### src/hw/asram_defs.svh
// Summary of operation
// - A byte is written when select and write strobe are both low, taking the data lines into the addressed place.
// - A write ends at the first rise of select or write strobe, and data timing is taken from that edge.
// - The controller must not drive data while the memory may still be driving it.
// - For a read the address must be valid no later than the fall of select.
`ifndef ASRAM_DEFS_SVH
`define ASRAM_DEFS_SVH
`define ASRAM_ADDR_W        19
`define ASRAM_DATA_W        8
`define ASRAM_CLK_PERIOD_NS 50
`define ASRAM_T_RC_NS       70
`define ASRAM_T_WC_NS       70
`define ASRAM_T_SCE_NS      60
`define ASRAM_T_PWE_NS      55
`define ASRAM_T_SD_NS       30
`define ASRAM_T_HZ_NS       25
`define ASRAM_CYC_UP(t)     (((t) + `ASRAM_CLK_PERIOD_NS - 1) / `ASRAM_CLK_PERIOD_NS)
`define ASRAM_RD_CYC        `ASRAM_CYC_UP(`ASRAM_T_RC_NS)
`define ASRAM_WR_CYC        `ASRAM_CYC_UP(`ASRAM_T_SCE_NS)
`define ASRAM_HZ_CYC        `ASRAM_CYC_UP(`ASRAM_T_HZ_NS)
`endif

### src/hw/asram_pkg.sv
package asram_pkg;
	typedef struct packed
	{
		logic        write;
		logic [18:0] addr;
		logic [7:0]  wdata;
	} asram_req_type;
	typedef struct packed
	{
		logic       sel_n;
		logic       oe_n;
		logic       we_n;
	} asram_ctl_type;
	typedef enum logic [2:0] {ST_IDLE, ST_RD_SETUP, ST_RD_WAIT, ST_WR_PULSE, ST_WR_END, ST_TURN} asram_state_type;
endpackage

### src/hw/asram_ctrl.sv
`timescale 1ns/1ns
`include "asram_defs.svh"
`default_nettype none
module asram_ctrl
(
	input  wire logic                        CLOCK_I,
	input  wire logic                        RESET_I,
	input  wire logic                        CLK_EN_I,
	input  wire logic                        REQ_VALID_I,
	input  wire asram_pkg::asram_req_type    REQ_I,
	output logic                             REQ_READY_O,
	output logic                             RDATA_VALID_O,
	output logic [`ASRAM_DATA_W-1:0]         RDATA_O,
	output logic [`ASRAM_ADDR_W-1:0]         MEM_ADDR_O,
	output logic                             MEM_SEL_N_O,
	output logic                             MEM_OE_N_O,
	output logic                             MEM_WE_N_O,
	input  wire logic [`ASRAM_DATA_W-1:0]    MEM_DATA_I,
	output logic [`ASRAM_DATA_W-1:0]         MEM_DATA_O,
	output logic                             MEM_DATA_OE_O
);
	asram_pkg::asram_state_type state;
	asram_pkg::asram_state_type next_state;
	asram_pkg::asram_ctl_type   ctl;
	logic                       is_write;
	logic                       load;
	logic [3:0]                 load_count;
	logic                       done;
	logic                       take;

	// Timer load value; the done cycle itself counts as one
	function automatic logic [3:0] cycles(input int n);
		cycles = (n < 1) ? 4'h0 : 4'((n - 1));
	endfunction

	function automatic asram_pkg::asram_ctl_type strobes
	(
		input logic sel_bit,
		input logic oe_bit,
		input logic we_bit
	);
		strobes = '{sel_n: sel_bit, oe_n: oe_bit, we_n: we_bit};
	endfunction

	// A request is only taken in idle; anything offered while busy and withdrawn before idle is dropped
	assign take = (state == asram_pkg::ST_IDLE) && REQ_VALID_I;

	// One shared down counter times the write pulse, read window and bus turn
	asram_timer u_timer
	(
		.clk_i   (CLOCK_I),
		.rst_i   (RESET_I),
		.ce_i    (CLK_EN_I),
		.load_i  (load),
		.count_i (load_count),
		.done_o  (done)
	);

	// Timer loads: pulse length on a write take, read window in setup, bus turn after
	always_comb
	begin
		load = 1'b0;
		load_count = 4'h0;
		case (state)
			asram_pkg::ST_IDLE:
			begin
				load = REQ_VALID_I;
				if (REQ_I.write)
					load_count = cycles(`ASRAM_WR_CYC);
				else
					load_count = 4'h0;
			end
			asram_pkg::ST_RD_SETUP:
			begin
				load = 1'b1;
				load_count = cycles(`ASRAM_RD_CYC);
			end
			asram_pkg::ST_RD_WAIT, asram_pkg::ST_WR_END:
			begin
				load = done;
				load_count = cycles(`ASRAM_HZ_CYC);
			end
			default:
			begin
				load = 1'b0;
				load_count = 4'h0;
			end
		endcase
	end

	// Sequencer
	always_comb
	begin
		next_state = state;
		case (state)
			asram_pkg::ST_IDLE:
				if (REQ_VALID_I)
					next_state = REQ_I.write ? asram_pkg::ST_WR_PULSE : asram_pkg::ST_RD_SETUP;
			asram_pkg::ST_RD_SETUP:
				next_state = asram_pkg::ST_RD_WAIT;
			asram_pkg::ST_RD_WAIT:
				if (done)
					next_state = asram_pkg::ST_TURN;
			asram_pkg::ST_WR_PULSE:
				if (done)
					next_state = asram_pkg::ST_WR_END;
			asram_pkg::ST_WR_END:
				next_state = asram_pkg::ST_TURN;
			// Turn gap lets the memory float the bus before we may drive again
			asram_pkg::ST_TURN:
				if (done)
					next_state = asram_pkg::ST_IDLE;
			default:
				next_state = asram_pkg::ST_IDLE;
		endcase
	end

	always_ff @(posedge CLOCK_I)
	begin
		if (RESET_I)
			state <= asram_pkg::ST_IDLE;
		else if (CLK_EN_I)
			state <= next_state;
	end

	// Address is set a cycle before select falls on reads
	always_ff @(posedge CLOCK_I)
	begin
		if (RESET_I)
			MEM_ADDR_O <= 19'h00000;
		else if (CLK_EN_I && take)
			MEM_ADDR_O <= REQ_I.addr;
	end

	always_ff @(posedge CLOCK_I)
	begin
		if (RESET_I)
			MEM_DATA_O <= 8'h00;
		else if (CLK_EN_I && take)
			MEM_DATA_O <= REQ_I.wdata;
	end

	// Kept so a capture can never flag a write as a read answer
	always_ff @(posedge CLOCK_I)
	begin
		if (RESET_I)
			is_write <= 1'b0;
		else if (CLK_EN_I && take)
			is_write <= REQ_I.write;
	end

	// Control strobes, registered so each pin comes from a flop
	always_ff @(posedge CLOCK_I)
	begin
		if (RESET_I)
			ctl <= strobes(1'b1, 1'b1, 1'b1);
		else if (CLK_EN_I)
		begin
			case (state)
				asram_pkg::ST_IDLE:
					// Write path: select and strobe fall together with output enable high
					if (REQ_VALID_I && REQ_I.write)
						ctl <= strobes(1'b0, 1'b1, 1'b0);
					else
						ctl <= strobes(1'b1, 1'b1, 1'b1);
				asram_pkg::ST_RD_SETUP:
					ctl <= strobes(1'b0, 1'b0, 1'b1);
				asram_pkg::ST_WR_PULSE:
					// Only the strobe rises; select and data stay for hold
					if (done)
						ctl <= strobes(1'b0, 1'b1, 1'b1);
				asram_pkg::ST_RD_WAIT:
					if (done)
						ctl <= strobes(1'b1, 1'b1, 1'b1);
				default:
					ctl <= strobes(1'b1, 1'b1, 1'b1);
			endcase
		end
	end

	assign MEM_SEL_N_O = ctl.sel_n;
	assign MEM_OE_N_O = ctl.oe_n;
	assign MEM_WE_N_O = ctl.we_n;

	// Data drive only in write states with output enable high, so no fight with the memory
	always_ff @(posedge CLOCK_I)
	begin
		if (RESET_I)
			MEM_DATA_OE_O <= 1'b0;
		else if (CLK_EN_I)
			MEM_DATA_OE_O <= (take && REQ_I.write)
				|| state == asram_pkg::ST_WR_PULSE;
	end

	// Read byte is taken while select is still low, before the memory may float
	always_ff @(posedge CLOCK_I)
	begin
		if (RESET_I)
			RDATA_O <= 8'h00;
		else if (CLK_EN_I && state == asram_pkg::ST_RD_WAIT && done)
			RDATA_O <= MEM_DATA_I;
	end

	// One-cycle answer strobe
	always_ff @(posedge CLOCK_I)
	begin
		if (RESET_I)
			RDATA_VALID_O <= 1'b0;
		else if (CLK_EN_I)
			RDATA_VALID_O <= (state == asram_pkg::ST_RD_WAIT) && done && !is_write;
	end

	// Ready is only a hint; a request held valid is taken on entering idle
	always_ff @(posedge CLOCK_I)
	begin
		if (RESET_I)
			REQ_READY_O <= 1'b0;
		else if (CLK_EN_I)
			REQ_READY_O <= (state == asram_pkg::ST_TURN && done)
				|| (state == asram_pkg::ST_IDLE && !REQ_VALID_I);
	end
endmodule
`default_nettype wire

### src/hw/asram_timer.sv
`timescale 1ns/1ns
`default_nettype none
module asram_timer
(
	input  wire logic       clk_i,
	input  wire logic       rst_i,
	input  wire logic       ce_i,
	input  wire logic       load_i,
	input  wire logic [3:0] count_i,
	output logic            done_o
);
	logic [3:0] remaining;
	always_ff @(posedge clk_i)
	begin
		if (rst_i)
			remaining <= 4'h0;
		else if (ce_i)
		begin
			if (load_i)
				remaining <= count_i;
			else if (remaining != 4'h0)
				remaining <= remaining - 4'h1;
		end
	end
	// Not gated by load, so a user may reload from done without a loop
	assign done_o = (remaining == 4'h0);
endmodule
`default_nettype wire

### config.mk
export PLATFORM = sky130hd
export DESIGN_NAME = asram_ctrl
export DESIGN_NICKNAME = d
export VERILOG_FILES = /design/src/hw/asram_pkg.sv /design/src/hw/asram_ctrl.sv /design/src/hw/asram_timer.sv
export VERILOG_INCLUDE_DIRS = /design/src /design/src/hw
export SDC_FILE = /design/constraint.sdc
export NUM_CORES = 1
export LEC_CHECK = 0
export BUFFER_PORTS_ARGS = -buffer_cell sky130_fd_sc_hd__buf_2
export CORE_UTILIZATION = 43
export DETAILED_ROUTE_END_ITERATION = 16
export PLACE_DENSITY = 0.86
export RECOVER_POWER = 25
export SETUP_SLACK_MARGIN = 0.3
export SYNTH_ARGS = -nofsm -noshare
export SYNTH_HDL_FRONTEND = slang
export SYNTH_SLANG_ARGS = --single-unit
### constraint.sdc
create_clock -name CLOCK_I -period 1.6 [get_ports CLOCK_I]
set_input_delay 0.32 -clock CLOCK_I [delete_from_list [all_inputs] [get_ports CLOCK_I]]
set_output_delay 0.32 -clock CLOCK_I [all_outputs]
set_load 0.01 [all_outputs]
==> impl_results.md, run 1 <==
* Cell internal pwr at 1.863 mW
* Setup crit start: u_timer.remaining[0]
* Post-CTS Hold Buffers at 0
* Max Slew Vio Count at 0
* Crit path required time at 1.80 ns
* Critical Path Max Stage Delay at 0.39 ns
* Cells after synthesis at 237
* Initial antenna violation count at 0
* Pin count of the biggest net entering global routing at 23
* Htree depth at 2
* Clock Sink Count at 49
* Vias in the first global route at 1828
* Synth Area per Inst at 8.442 um2
* Max clock buf depth at 2
* Vias at 1935
* Sw Ratio at 28.75%
* Met2 Usage GRT at 36.00%
* CTS Buf Count at 5
* Rows at 24
* DR DRC count at 0
* Iter 0 DRT Violations at 119
* Worst EP arrival at 1.72 ns
* CP endpoint kind: register
* Initial core utilization at 45.32%
* Final setup fails at 0
* Maximum clock rate at 659.1 MHz
* TritonRoute pass-1 iters at 4
* Grt total ovfl at 0
* VDD IR max at 0.0005736 V
* Minimum clock period after layout at 1.517 ns
* Startpoint of the worst hold path: REQ_I[1]
* Commonest non-fill, non-tap cell in the layout: nand2_1
* Status: complete, no violations
* I/O Pins at 81
* Clock Skew at 0.002981 ns
* Met1 Usage GRT at 25.62%
* Netlist Area Pre-Place at 2001 um2
* Number of synthesized flops with an enable pin at 0
* WL final at 4965 um
* Global-route wire length before repair at 8238 um
* Unrepaired setup endpoints after global routing: true
* Reg2Reg Depth at 5
* Die area at 4929 um2
* Cell chain of the critical path: inv_2 -> ha_4 -> or3b_4 -> a31o_4 -> a211o_1
* Synth-to-Final Area Change at 33.15%
* Syn nets at 278
* GR peak layer: met2
* Worst r2r src: u_timer.remaining[0]
* Total core area at 4414 um2
* Final ANT Viol Nets at 0
* Share of layout cells above drive strength 1 at 32.83%
* Kind of critical path: register to register
* Fin util at 60.35%
* Post-synth ARST share at 0%
* Crit Path Max Fanout at 4
* Final Hold Fails at 0
* Routed len/inst at 13.03 um
* Clk pin slew, worst setup/hold paths at 0.09 ns
* Crit-path slowest cell: or3b_4
* Synth Flop Type: dfxtp_1
* Seq cells post-synth at 49
* Max Cap Viol at 0
* Part of the cycle the worst path needs at 94.83%
* RePlAce Congestion at 0.8952
* Synthesis warning total at 0
* Post-DP HPWL at 3491 um
* Relative slew slack at 82.82%
* Clock latency on the worst-skew pair at 0.30 ns
* Slew @ Worst Pin at 0.2558 ns
* Global Route Usage Sum at 21.03%
* Die width at 70.21 um
* Combinational Power Share at 20.7%
* Register area share after synthesis at 49.03%
* Worst hold slack at 0.2394 ns
* Worst hold path class: primary input to register
* # port buffers at 80
* Seq pwr share at 50.8%
* Clk pwr share at 28.5%
* Switching power at 0.7516 mW
* Met3 GRT Util at 4.906%
* Setup TNS at 0 ns
* Most frequent cells in the layout: nand2_1 (62), buf_2 (58), dfxtp_1 (45), a21oi_1 (37), clkbuf_1 (23)
* Die Ht at 70.21 um
* Antenna Cells at 0
* Power Dens Cells at 981.6 nW/um2
* CP Launch Type: register
* Root buf cell: clkbuf_8
* Yosys cell types at 39
* CTS tree: yes
* Nets@finish at 369
* Vias per inst at 5.079
* Hold-critical path depth at 3
* Pleak at 1.166 nW
-- registers in the layout (all words and copies together) (netlist names) --
signal / flops
MEM_ADDR_O: 19
MEM_DATA_O: 8
RDATA_O: 8
u_timer.remaining: 4
state: 3
MEM_DATA_OE_O: 1
MEM_OE_N_O: 1
MEM_SEL_N_O: 1
MEM_WE_N_O: 1
RDATA_VALID_O: 1
REQ_READY_O: 1
is_write: 1
-- power groups by stage --
stage	logic [mW]	registers, mW	clock network [mW]
5_1_grt	0.595	1.34	0.823
4_1_cts	0.533	1.33	0.757
3_3_place_gp	0.471	1.35	0
2_1_floorplan	0.272	1.37	0
3_5_place_dp	0.482	1.36	0
6_report	0.542	1.33	0.744
-- Yosys cell counts, types with 2 or more instances --
cell type,number,share of area [%]
nand3b_1,2,0.75
dfxtp_1,49,49
nand2_1,62,12
inv_1,4,0.75
clkbuf_1,9,1.7
a31oi_1,4,1.3
mux2i_1,9,4.5
nor2b_1,3,0.94
a21oi_1,38,9.5
nor2_1,10,1.9
nor3_1,3,0.75
or2b_1,2,0.75
buf_4,5,1.9
o21ai_0,8,2.0
nand4_1,4,1.3
nand4b_1,2,0.88
-- kinds of logic (layout without fill, tap and decap cells) --
| group | count (synthesis) | count (layout) | share of synthesized area, % |
|---|---|---|---|
| AOI/OAI and AO/OA | 57 | 57 | 16.32 |
| xor gates and xnor gates | 1 | 1 | 0.4379 |
| adders and majority gates | 1 | 1 | 0.6253 |
| buffers and inverters | 21 | 113 | 5.878 |
| DFF | 49 | 49 | 49.03 |
| muxes | 9 | 9 | 4.503 |
| and+or+nand+nor | 99 | 99 | 23.20 |
-- final timing paths --
kind / endpoint / slack, ns
max: MEM_SEL_N_O / 0.08
min: MEM_DATA_O[1] / 0.24
max reg2reg: MEM_SEL_N_O / 0.08
min reg2reg: MEM_ADDR_O[8] / 0.46
-- through the flow --
stage	area, um2	setup slack, ns	total power, mW	instances
2_1_floorplan	2016	0.1373	1.644	237
3_3_place_gp	2504	0.1406	1.823	367
3_5_place_dp	2504	0.09816	1.838	367
4_1_cts	2674	0.09570	2.619	380
5_1_grt	2664	0.02060	2.756	381
6_report	2664	0.08279	2.615	381
-- worst max-delay path: cells and delay by family, from the launching register on --
family | cells | cell delay (ns)
simple gates | 1 | 0.39
buf+inv | 1 | 0.07
flops | 1 | 0.34
compound gates | 2 | 0.49
fa+ha+maj | 1 | 0.13
-- cell type report --
| class | instances | area [um2] |
|---|---|---|
| fill | 405 | 1750 |
| sequential | 49 | 988.4 |
| multi-input combinational | 167 | 954.7 |
| timing repair buffer | 101 | 554.3 |
| clock buffer | 6 | 72.57 |
| tap | 52 | 65.06 |
| inverter | 4 | 15.01 |
| clock inverter | 2 | 13.76 |
-- what timing repair did --
action                                  in CTS  in global routing
endpoints found under the setup margin      45                 47
pin swaps                                    6                  3
gates resized for setup                     12                  5
buffers inserted                             5                  1
-- layer usage --
metal / wire [um] / part of all wire (%)
met3: 222 / 4.5
met5: 0 / 0
met4: 72 / 1.5
met1: 2152 / 43
met2: 2516 / 51
Power figures use the tool's default switching activity.
==> run 2, diff against run 1 <==
==> constraint.sdc (replaced) <==
create_clock -name CLOCK_I -period 1.6 [get_ports CLOCK_I]
set_input_delay 0.32 -clock CLOCK_I [delete_from_list [all_inputs] [get_ports CLOCK_I]]
set_output_delay 0.32 -clock CLOCK_I [all_outputs]
set_load 0.05 [all_outputs]
==> impl_results.md, run 2 (synthesis gave the netlist of run 1 again) <==
* Clk pwr share at 29.4% (was 28.5%)
* Root buf cell: clkbuf_8 (unchanged)
* Die area at 4929 um2 (unchanged)
* Clock Skew at 0.01405 ns (was 0.002981 ns)
* Seq pwr share at 44.0% (was 50.8%)
* Vias at 2073 (was 1935)
* Final worst slack at 0.03081 ns (was 0.08279 ns)
* Grt total ovfl at 0 (unchanged)
* TritonRoute pass-1 iters at 4 (unchanged)
* Worst EP arrival at 1.76 ns (was 1.72 ns)
* Startpoint of the worst hold path: REQ_I[8] (was REQ_I[1])
* Global Route Usage Sum at 20.20% (was 21.03%)
* Met3 GRT Util at 5.051% (was 4.906%)
* Crit path required time at 1.79 ns (was 1.80 ns)
* Met1 Usage GRT at 22.58% (was 25.62%)
* Power Dens Cells at 1050 nW/um2 (was 981.6 nW/um2)
* Reg with most FFs: MEM_ADDR_O (unchanged)
* VDD IR max at 0.0005834 V (was 0.0005736 V)
* Die Ht at 70.21 um (unchanged)
* Worst r2r src: u_timer.remaining[1] (was u_timer.remaining[0])
* Setup crit start: u_timer.remaining[1] (was u_timer.remaining[0])
* Post-DP HPWL at 3517 um (was 3491 um)
* # port buffers at 80 (unchanged)
* Nets@finish at 375 (was 369)
* Max FFs per register at 19 (unchanged)
* Regs by FF count: MEM_ADDR_O x19, MEM_DATA_O x8, RDATA_O x8 (unchanged)
* CTS Buf Count at 5 (unchanged)
* Worst hold slack at 0.2471 ns (was 0.2394 ns)
* Crit Path Max Fanout at 4 (unchanged)
* Htree depth at 2 (unchanged)
* Pre-CTS WS at 0.08347 ns (was 0.09816 ns)
* Slew @ Worst Pin at 0.6218 ns (was 0.2558 ns)
* GR peak layer: met2 (unchanged)
* Total core area at 4414 um2 (unchanged)
* Unrepaired setup endpoints after global routing: true (unchanged)
* DR DRC count at 0 (unchanged)
* Clock latency on the worst-skew pair at 0.30 ns (about the same)
* Post-CTS Hold Buffers at 0 (unchanged)
* Flop-to-flop setup slack at 0.03 ns (was 0.08 ns)
* Maximum clock rate at 637.3 MHz (was 659.1 MHz)
* Crit path buffers/inverters at 1 (unchanged)
* Die width at 70.21 um (unchanged)
* Iter 0 DRT Violations at 197 (was 119)
* Initial core utilization at 45.32% (unchanged)
* WL final at 5798 um (was 4965 um)
* Kind of critical path: register to register (unchanged)
* Pin count of the biggest net entering global routing at 29 (was 23)
* Cell chain of the critical path: inv_2 -> ha_4 -> or3b_4 -> a31o_4 -> a211o_1 (unchanged)
* Worst setup path endpoint: MEM_SEL_N_O (unchanged)
* WP depth at 5 (unchanged)
* CP Launch Type: register (unchanged)
* Antenna Cells at 0 (unchanged)
* Part of the cycle the worst path needs at 98.07% (was 94.83%)
* Most frequent cells in the layout: buf_2 (59), nand2_1 (52), dfxtp_1 (45), a21oi_1 (34), clkbuf_1 (22) (was nand2_1 (62), buf_2 (58), dfxtp_1 (45), a21oi_1 (37), clkbuf_1 (23))
* Share of layout cells above drive strength 1 at 38.21% (was 32.83%)
* Total power at 3.026 mW (was 2.615 mW)
* Crit-path slowest cell: or3b_4 (unchanged)
* I/O Pins at 81 (unchanged)
* Final Hold Fails at 0 (unchanged)
* Final cell count without fillers at 387 (was 381)
* Sw Ratio at 31.32% (was 28.75%)
* CTS tree: yes (unchanged)
* RePlAce Congestion at 0.8338 (was 0.8952)
* Vias per inst at 5.357 (was 5.079)
* Max Slew Vio Count at 0 (unchanged)
* Pleak at 1.249 nW (was 1.166 nW)
* Final ANT Viol Nets at 0 (unchanged)
* Routed len/inst at 14.98 um (was 13.03 um)
* Global-route wire length before repair at 7866 um (was 8238 um)
* Kind of cell adding the most delay to the critical path: compound AO/OA/AOI/OAI gates (unchanged)
* Relative slew slack at 58.72% (was 82.82%)
* Max clock buf depth at 2 (unchanged)
* Critical R2R Capture: MEM_SEL_N_O (unchanged)
* Met2 Usage GRT at 36.75% (was 36.00%)
* Critical Path Max Stage Delay at 0.39 ns (about the same)
* Cell internal pwr at 2.078 mW (was 1.863 mW)
* Worst hold path class: primary input to register (unchanged)
* Clock Sink Count at 49 (unchanged)
* Clk pin slew, worst setup/hold paths at 0.10 ns (was 0.09 ns)
* Rows at 24 (unchanged)
* Synth-to-Final Area Change at 44.03% (was 33.15%)
* Vias in the first global route at 1773 (was 1828)
* Fill cells at 358 (was 405)
* Final setup fails at 0 (unchanged)
* Max Cap Viol at 0 (unchanged)
* Initial antenna violation count at 0 (unchanged)
* Commonest non-fill, non-tap cell in the layout: buf_2 (was nand2_1)
* Placed insts at 365 (was 367)
* Status: complete, no violations (unchanged)
* Combinational Power Share at 26.6% (was 20.7%)
* Reg2Reg Depth at 5 (unchanged)
* CP endpoint kind: register (unchanged)
* Minimum clock period after layout at 1.569 ns (was 1.517 ns)
* Switching power at 0.9477 mW (was 0.7516 mW)
-- run 2: worst min path at each step --
stage	end	slack, ns	cells after the start
global placement	MEM_ADDR_O[9]	0.44	2
floorplan	is_write	0.44	2
CTS	MEM_DATA_O[6]	0.24	3
detailed placement	MEM_ADDR_O[14]	0.44	2
global route	MEM_ADDR_O[8]	0.25	3
finish	MEM_ADDR_O[0]	0.25	3
-- run 2: power by group through the flow --
stage                     Clock, mW  Combinational [mW]  Sequential [mW]
after floorplan                   0               0.272             1.52
final                         0.889               0.806             1.33
after global routing          0.942               0.853             1.34
after global placement            0               0.621             1.35
after CTS                     0.911               0.670             1.33
after detailed placement          0               0.641             1.36
-- run 2: layout make-up --
class                   count  area [um2]  share of cell area [%]
clock buffers               6       72.57                   2.518
well taps                  52       65.06                   2.258
clock inverters             2       38.79                   1.346
flip-flops and latches     49       988.4                   34.30
repair buffers            107       684.4                   23.75
multi-input cells         167        1017                   35.30
inverters                   4       15.01                  0.5211
-- run 2: worst reg2reg max path, stage by stage (launching register included) --
cell and delay [ns]:
dfxtp_2 0.34, inv_2 0.08, ha_4 0.15, or3b_4 0.39, a31o_4 0.24, a211o_1 0.26
-- run 2: timing repair --
| item | in CTS | in global routing |
|---|---|---|
| pin swaps | 0 | 5 |
| gates cloned | 0 | 3 |
| buffers inserted | 4 | 7 |
| endpoints found under the setup margin | 47 | 48 |
| resized for setup | 8 | 32 |
-- run 2: per-stage QoR --
stage	utilization, %	TNS [ns]	instance area, um2
finish	65.28	0	2882
CTS	60.52	0	2671
floorplan	-	0	2016
global route	65.28	-0.03049	2882
detailed placement	56.66	0	2501
global placement	56.66	0	2501
-- run 2: metal layers --
| layer | vias to the layer above | share of wire [%] |
|---|---|---|
| li1 | 991 | - |
| met1 | 988 | 40 |
| met2 | 75 | 51 |
| met3 | 19 | 5.3 |
| met4 | 0 | 3.3 |
| met5 | - | 0 |
==> run 3, diff against run 2 <==
--- a/config.mk
+++ b/config.mk
@@ -7,6 +7,7 @@
 export NUM_CORES = 1
 export LEC_CHECK = 0
 export BUFFER_PORTS_ARGS = -buffer_cell sky130_fd_sc_hd__buf_2
+export CAP_MARGIN = 30
 export CORE_UTILIZATION = 43
 export DETAILED_ROUTE_END_ITERATION = 16
 export PLACE_DENSITY = 0.86
==> constraint.sdc (replaced) <==
create_clock -name CLOCK_I -period 1.3 [get_ports CLOCK_I]
set_input_delay 0.26 -clock CLOCK_I [delete_from_list [all_inputs] [get_ports CLOCK_I]]
set_output_delay 0.26 -clock CLOCK_I [all_outputs]
set_load 0.05 [all_outputs]
==> impl_results.md, run 3 (synthesis gave the netlist of run 1 again) <==
* Worst r2r src: u_timer.remaining[1] (unchanged)
* Reg with most FFs: MEM_ADDR_O (unchanged)
* Grt total ovfl at 0 (unchanged)
* Critical Path Max Stage Delay at 0.35 ns (was 0.39 ns)
* Cell internal pwr at 2.678 mW (was 2.078 mW)
* Placed insts at 373 (was 365)
* Combinational Power Share at 37.4% (was 26.6%)
* Root buf cell: clkbuf_8 (unchanged)
* CTS tree: yes (unchanged)
* Worst EP arrival at 1.93 ns (was 1.76 ns)
* Vias per inst at 6.405 (was 5.357)
* Crit path required time at 1.53 ns (was 1.79 ns)
* Max FFs per register at 19 (unchanged)
* Cell chain of the critical path: inv_2 -> ha_4 -> nor3b_4 -> buf_6 -> a31oi_4 -> o31ai_2 -> nor2b_1 (was inv_2 -> ha_4 -> or3b_4 -> a31o_4 -> a211o_1)
* Seq pwr share at 40.1% (was 44.0%)
* Setup TNS at -6.090 ns (was 0 ns)
* Slew @ Worst Pin at 0.4438 ns (was 0.6218 ns)
* Max Cap Viol at 0 (unchanged)
* Worst hold path class: primary input to register (unchanged)
* GR peak layer: met2 (unchanged)
* TritonRoute pass-1 iters at 13 (was 4)
* CP Launch Type: register (unchanged)
* Failing checks: design-rule violations, negative setup slack
* DR DRC count at 1 (was 0)
* Max clock buf depth at 2 (unchanged)
* Total core area at 4414 um2 (unchanged)
* Design area at 3945 um2 (was 2882 um2)
* Final cell count without fillers at 422 (was 387)
* Clk pwr share at 22.5% (was 29.4%)
* Die Ht at 70.21 um (unchanged)
* Crit-path slowest cell: dfxtp_2 (was or3b_4)
* Final setup fails at 42 (was 0)
* Pre-CTS WS at -0.2125 ns (was 0.08347 ns)
* Met1 Usage GRT at 41.83% (was 22.58%)
* Power Dens Cells at 1067 nW/um2 (was 1050 nW/um2)
* Minimum clock period after layout at 1.701 ns (was 1.569 ns)
* Global Route Usage Sum at 35.55% (was 20.20%)
* Max Slew Vio Count at 0 (unchanged)
* Clock Sink Count at 49 (unchanged)
* Regs by FF count: MEM_ADDR_O x19, MEM_DATA_O x8, RDATA_O x8 (unchanged)
* Met2 Usage GRT at 58.87% (was 36.75%)
* Part of the cycle the worst path needs at 130.9% (was 98.07%)
* CTS Buf Count at 5 (unchanged)
* Final ANT Viol Nets at 0 (unchanged)
* Pleak at 1.724 nW (was 1.249 nW)
* Setup crit start: u_timer.remaining[1] (unchanged)
* Commonest non-fill, non-tap cell in the layout: dfxtp_2 (was buf_2)
* Clock Skew at 0.01838 ns (was 0.01405 ns)
* Initial core utilization at 45.32% (unchanged)
* Share of layout cells above drive strength 1 at 75.95% (was 38.21%)
* Die area at 4929 um2 (unchanged)
* Maximum clock rate at 587.8 MHz (was 637.3 MHz)
* Relative slew slack at 70.18% (was 58.72%)
* Vias at 2703 (was 2073)
* Switching power at 1.529 mW (was 0.9477 mW)
* Die width at 70.21 um (unchanged)
* Most frequent cells in the layout: dfxtp_2 (44), buf_2 (39), buf_4 (39), buf_8 (36), nand2_1 (33) (was buf_2 (59), nand2_1 (52), dfxtp_1 (45), a21oi_1 (34), clkbuf_1 (22))
* Htree depth at 2 (unchanged)
* Post-DP HPWL at 3389 um (was 3517 um)
* Fill cells at 154 (was 358)
* FF+latch area at 1044 um2 (was 988.4 um2)
* I/O Pins at 81 (unchanged)
* Crit Path Max Fanout at 4 (unchanged)
* WL final at 11680 um (was 5798 um)
* Clock latency on the worst-skew pair at 0.32 ns (was 0.30 ns)
* # port buffers at 80 (unchanged)
* Unrepaired setup endpoints after global routing: true (unchanged)
* Post-place instance area at 2579 um2 (was 2501 um2)
* VDD IR max at 0.0006576 V (was 0.0005834 V)
* RePlAce Congestion at 0.9401 (was 0.8338)
* Area of the multi-input gates at 1384 um2 (was 1017 um2)
* Antenna Cells at 0 (unchanged)
* Startpoint of the worst hold path: REQ_I[6] (was REQ_I[8])
* Clk pin slew, worst setup/hold paths at 0.11 ns (was 0.10 ns)
* CP endpoint kind: register (unchanged)
* Synth-to-Final Area Change at 97.19% (was 44.03%)
* Post-CTS Hold Buffers at 0 (unchanged)
* Status: finished, violations left (was complete, no violations)
* Final worst slack at -0.4013 ns (was 0.03081 ns)
* Pin count of the biggest net entering global routing at 36 (was 29)
* Sw Ratio at 36.35% (was 31.32%)
* Nets@finish at 410 (was 375)
* Kind of critical path: register to register (unchanged)
* Initial antenna violation count at 1 (was 0)
* Vias in the first global route at 2473 (was 1773)
* Routed len/inst at 27.67 um (was 14.98 um)
* Met3 GRT Util at 8.514% (was 5.051%)
* Iter 0 DRT Violations at 388 (was 197)
* Rows at 24 (unchanged)
* Final Hold Fails at 0 (unchanged)
* Global-route wire length before repair at 13310 um (was 7866 um)
run 3: cell types whose count changed in the layout (fill, tap and decap cells not counted), sizes merged:
cell      previous run  this run
clkinvlp             0         1
clkbuf              29        14
clkinv               1         0
bufinv               1         0
buf                 84       132
nand3                1         4
run 3: worst max-delay path, delay by kind of cell, from the launching register on:
kind / cells / cell delay [ns]
and+or+nand+nor: 2 / 0.49
DFF: 1 / 0.35
adders and majority gates: 1 / 0.15
AOI/OAI and AO/OA: 2 / 0.38
buffers and inverters: 2 / 0.25
run 3: power by group through the flow:
| stage | Clock [mW] | Sequential [mW] | Combinational (mW) |
|---|---|---|---|
| after floorplan | 0 | 1.88 | 0.360 |
| final | 0.949 | 1.69 | 1.57 |
| after detailed placement | 0 | 1.66 | 0.821 |
| after global routing | 1.01 | 1.69 | 1.60 |
| after CTS | 0.874 | 1.66 | 1.15 |
| after global placement | 0 | 1.66 | 0.805 |
run 3: through the flow:
stage	utilization [%]	hold slack, ns	total power [mW]
3_3_place_gp	58.42	0.4393	2.463
4_1_cts	79.73	0.1832	3.690
2_1_floorplan	-	0.3960	2.238
3_5_place_dp	58.42	0.4434	2.481
6_report	89.37	0.1647	4.207
5_1_grt	89.37	0.1697	4.300
run 3: final timing paths:
check                                      to  slack (ns)  depth (start not counted)
worst min register to register  MEM_ADDR_O[0]        0.50                          2
worst max-delay path              REQ_READY_O       -0.40                          7
worst max register to register    REQ_READY_O       -0.40                          7
worst min-delay path            MEM_DATA_O[6]        0.16                          3
run 3: cell type report:
cell class	count	area share, %
clock buffers	7	1.935
clock inverters	1	0.1903
inverters	4	0.3806
multi-input cells	170	35.08
flip-flops and latches	49	26.45
well taps	52	1.649
repair buffers	139	34.32
run 3: timing repair:
action / CTS / global route
gates resized for setup: 222 / 71
setup endpoints to repair: 90 / 90
pin swaps: 21 / 42
gates cloned: 5 / 1
buffers inserted: 12 / 23
run 3: metal layers:
layer,vias to the layer above,share of wire (%)
met2,293,42
met5,-,0.11
li1,1072,-
met1,1238,37
met3,98,12
met4,2,7.5
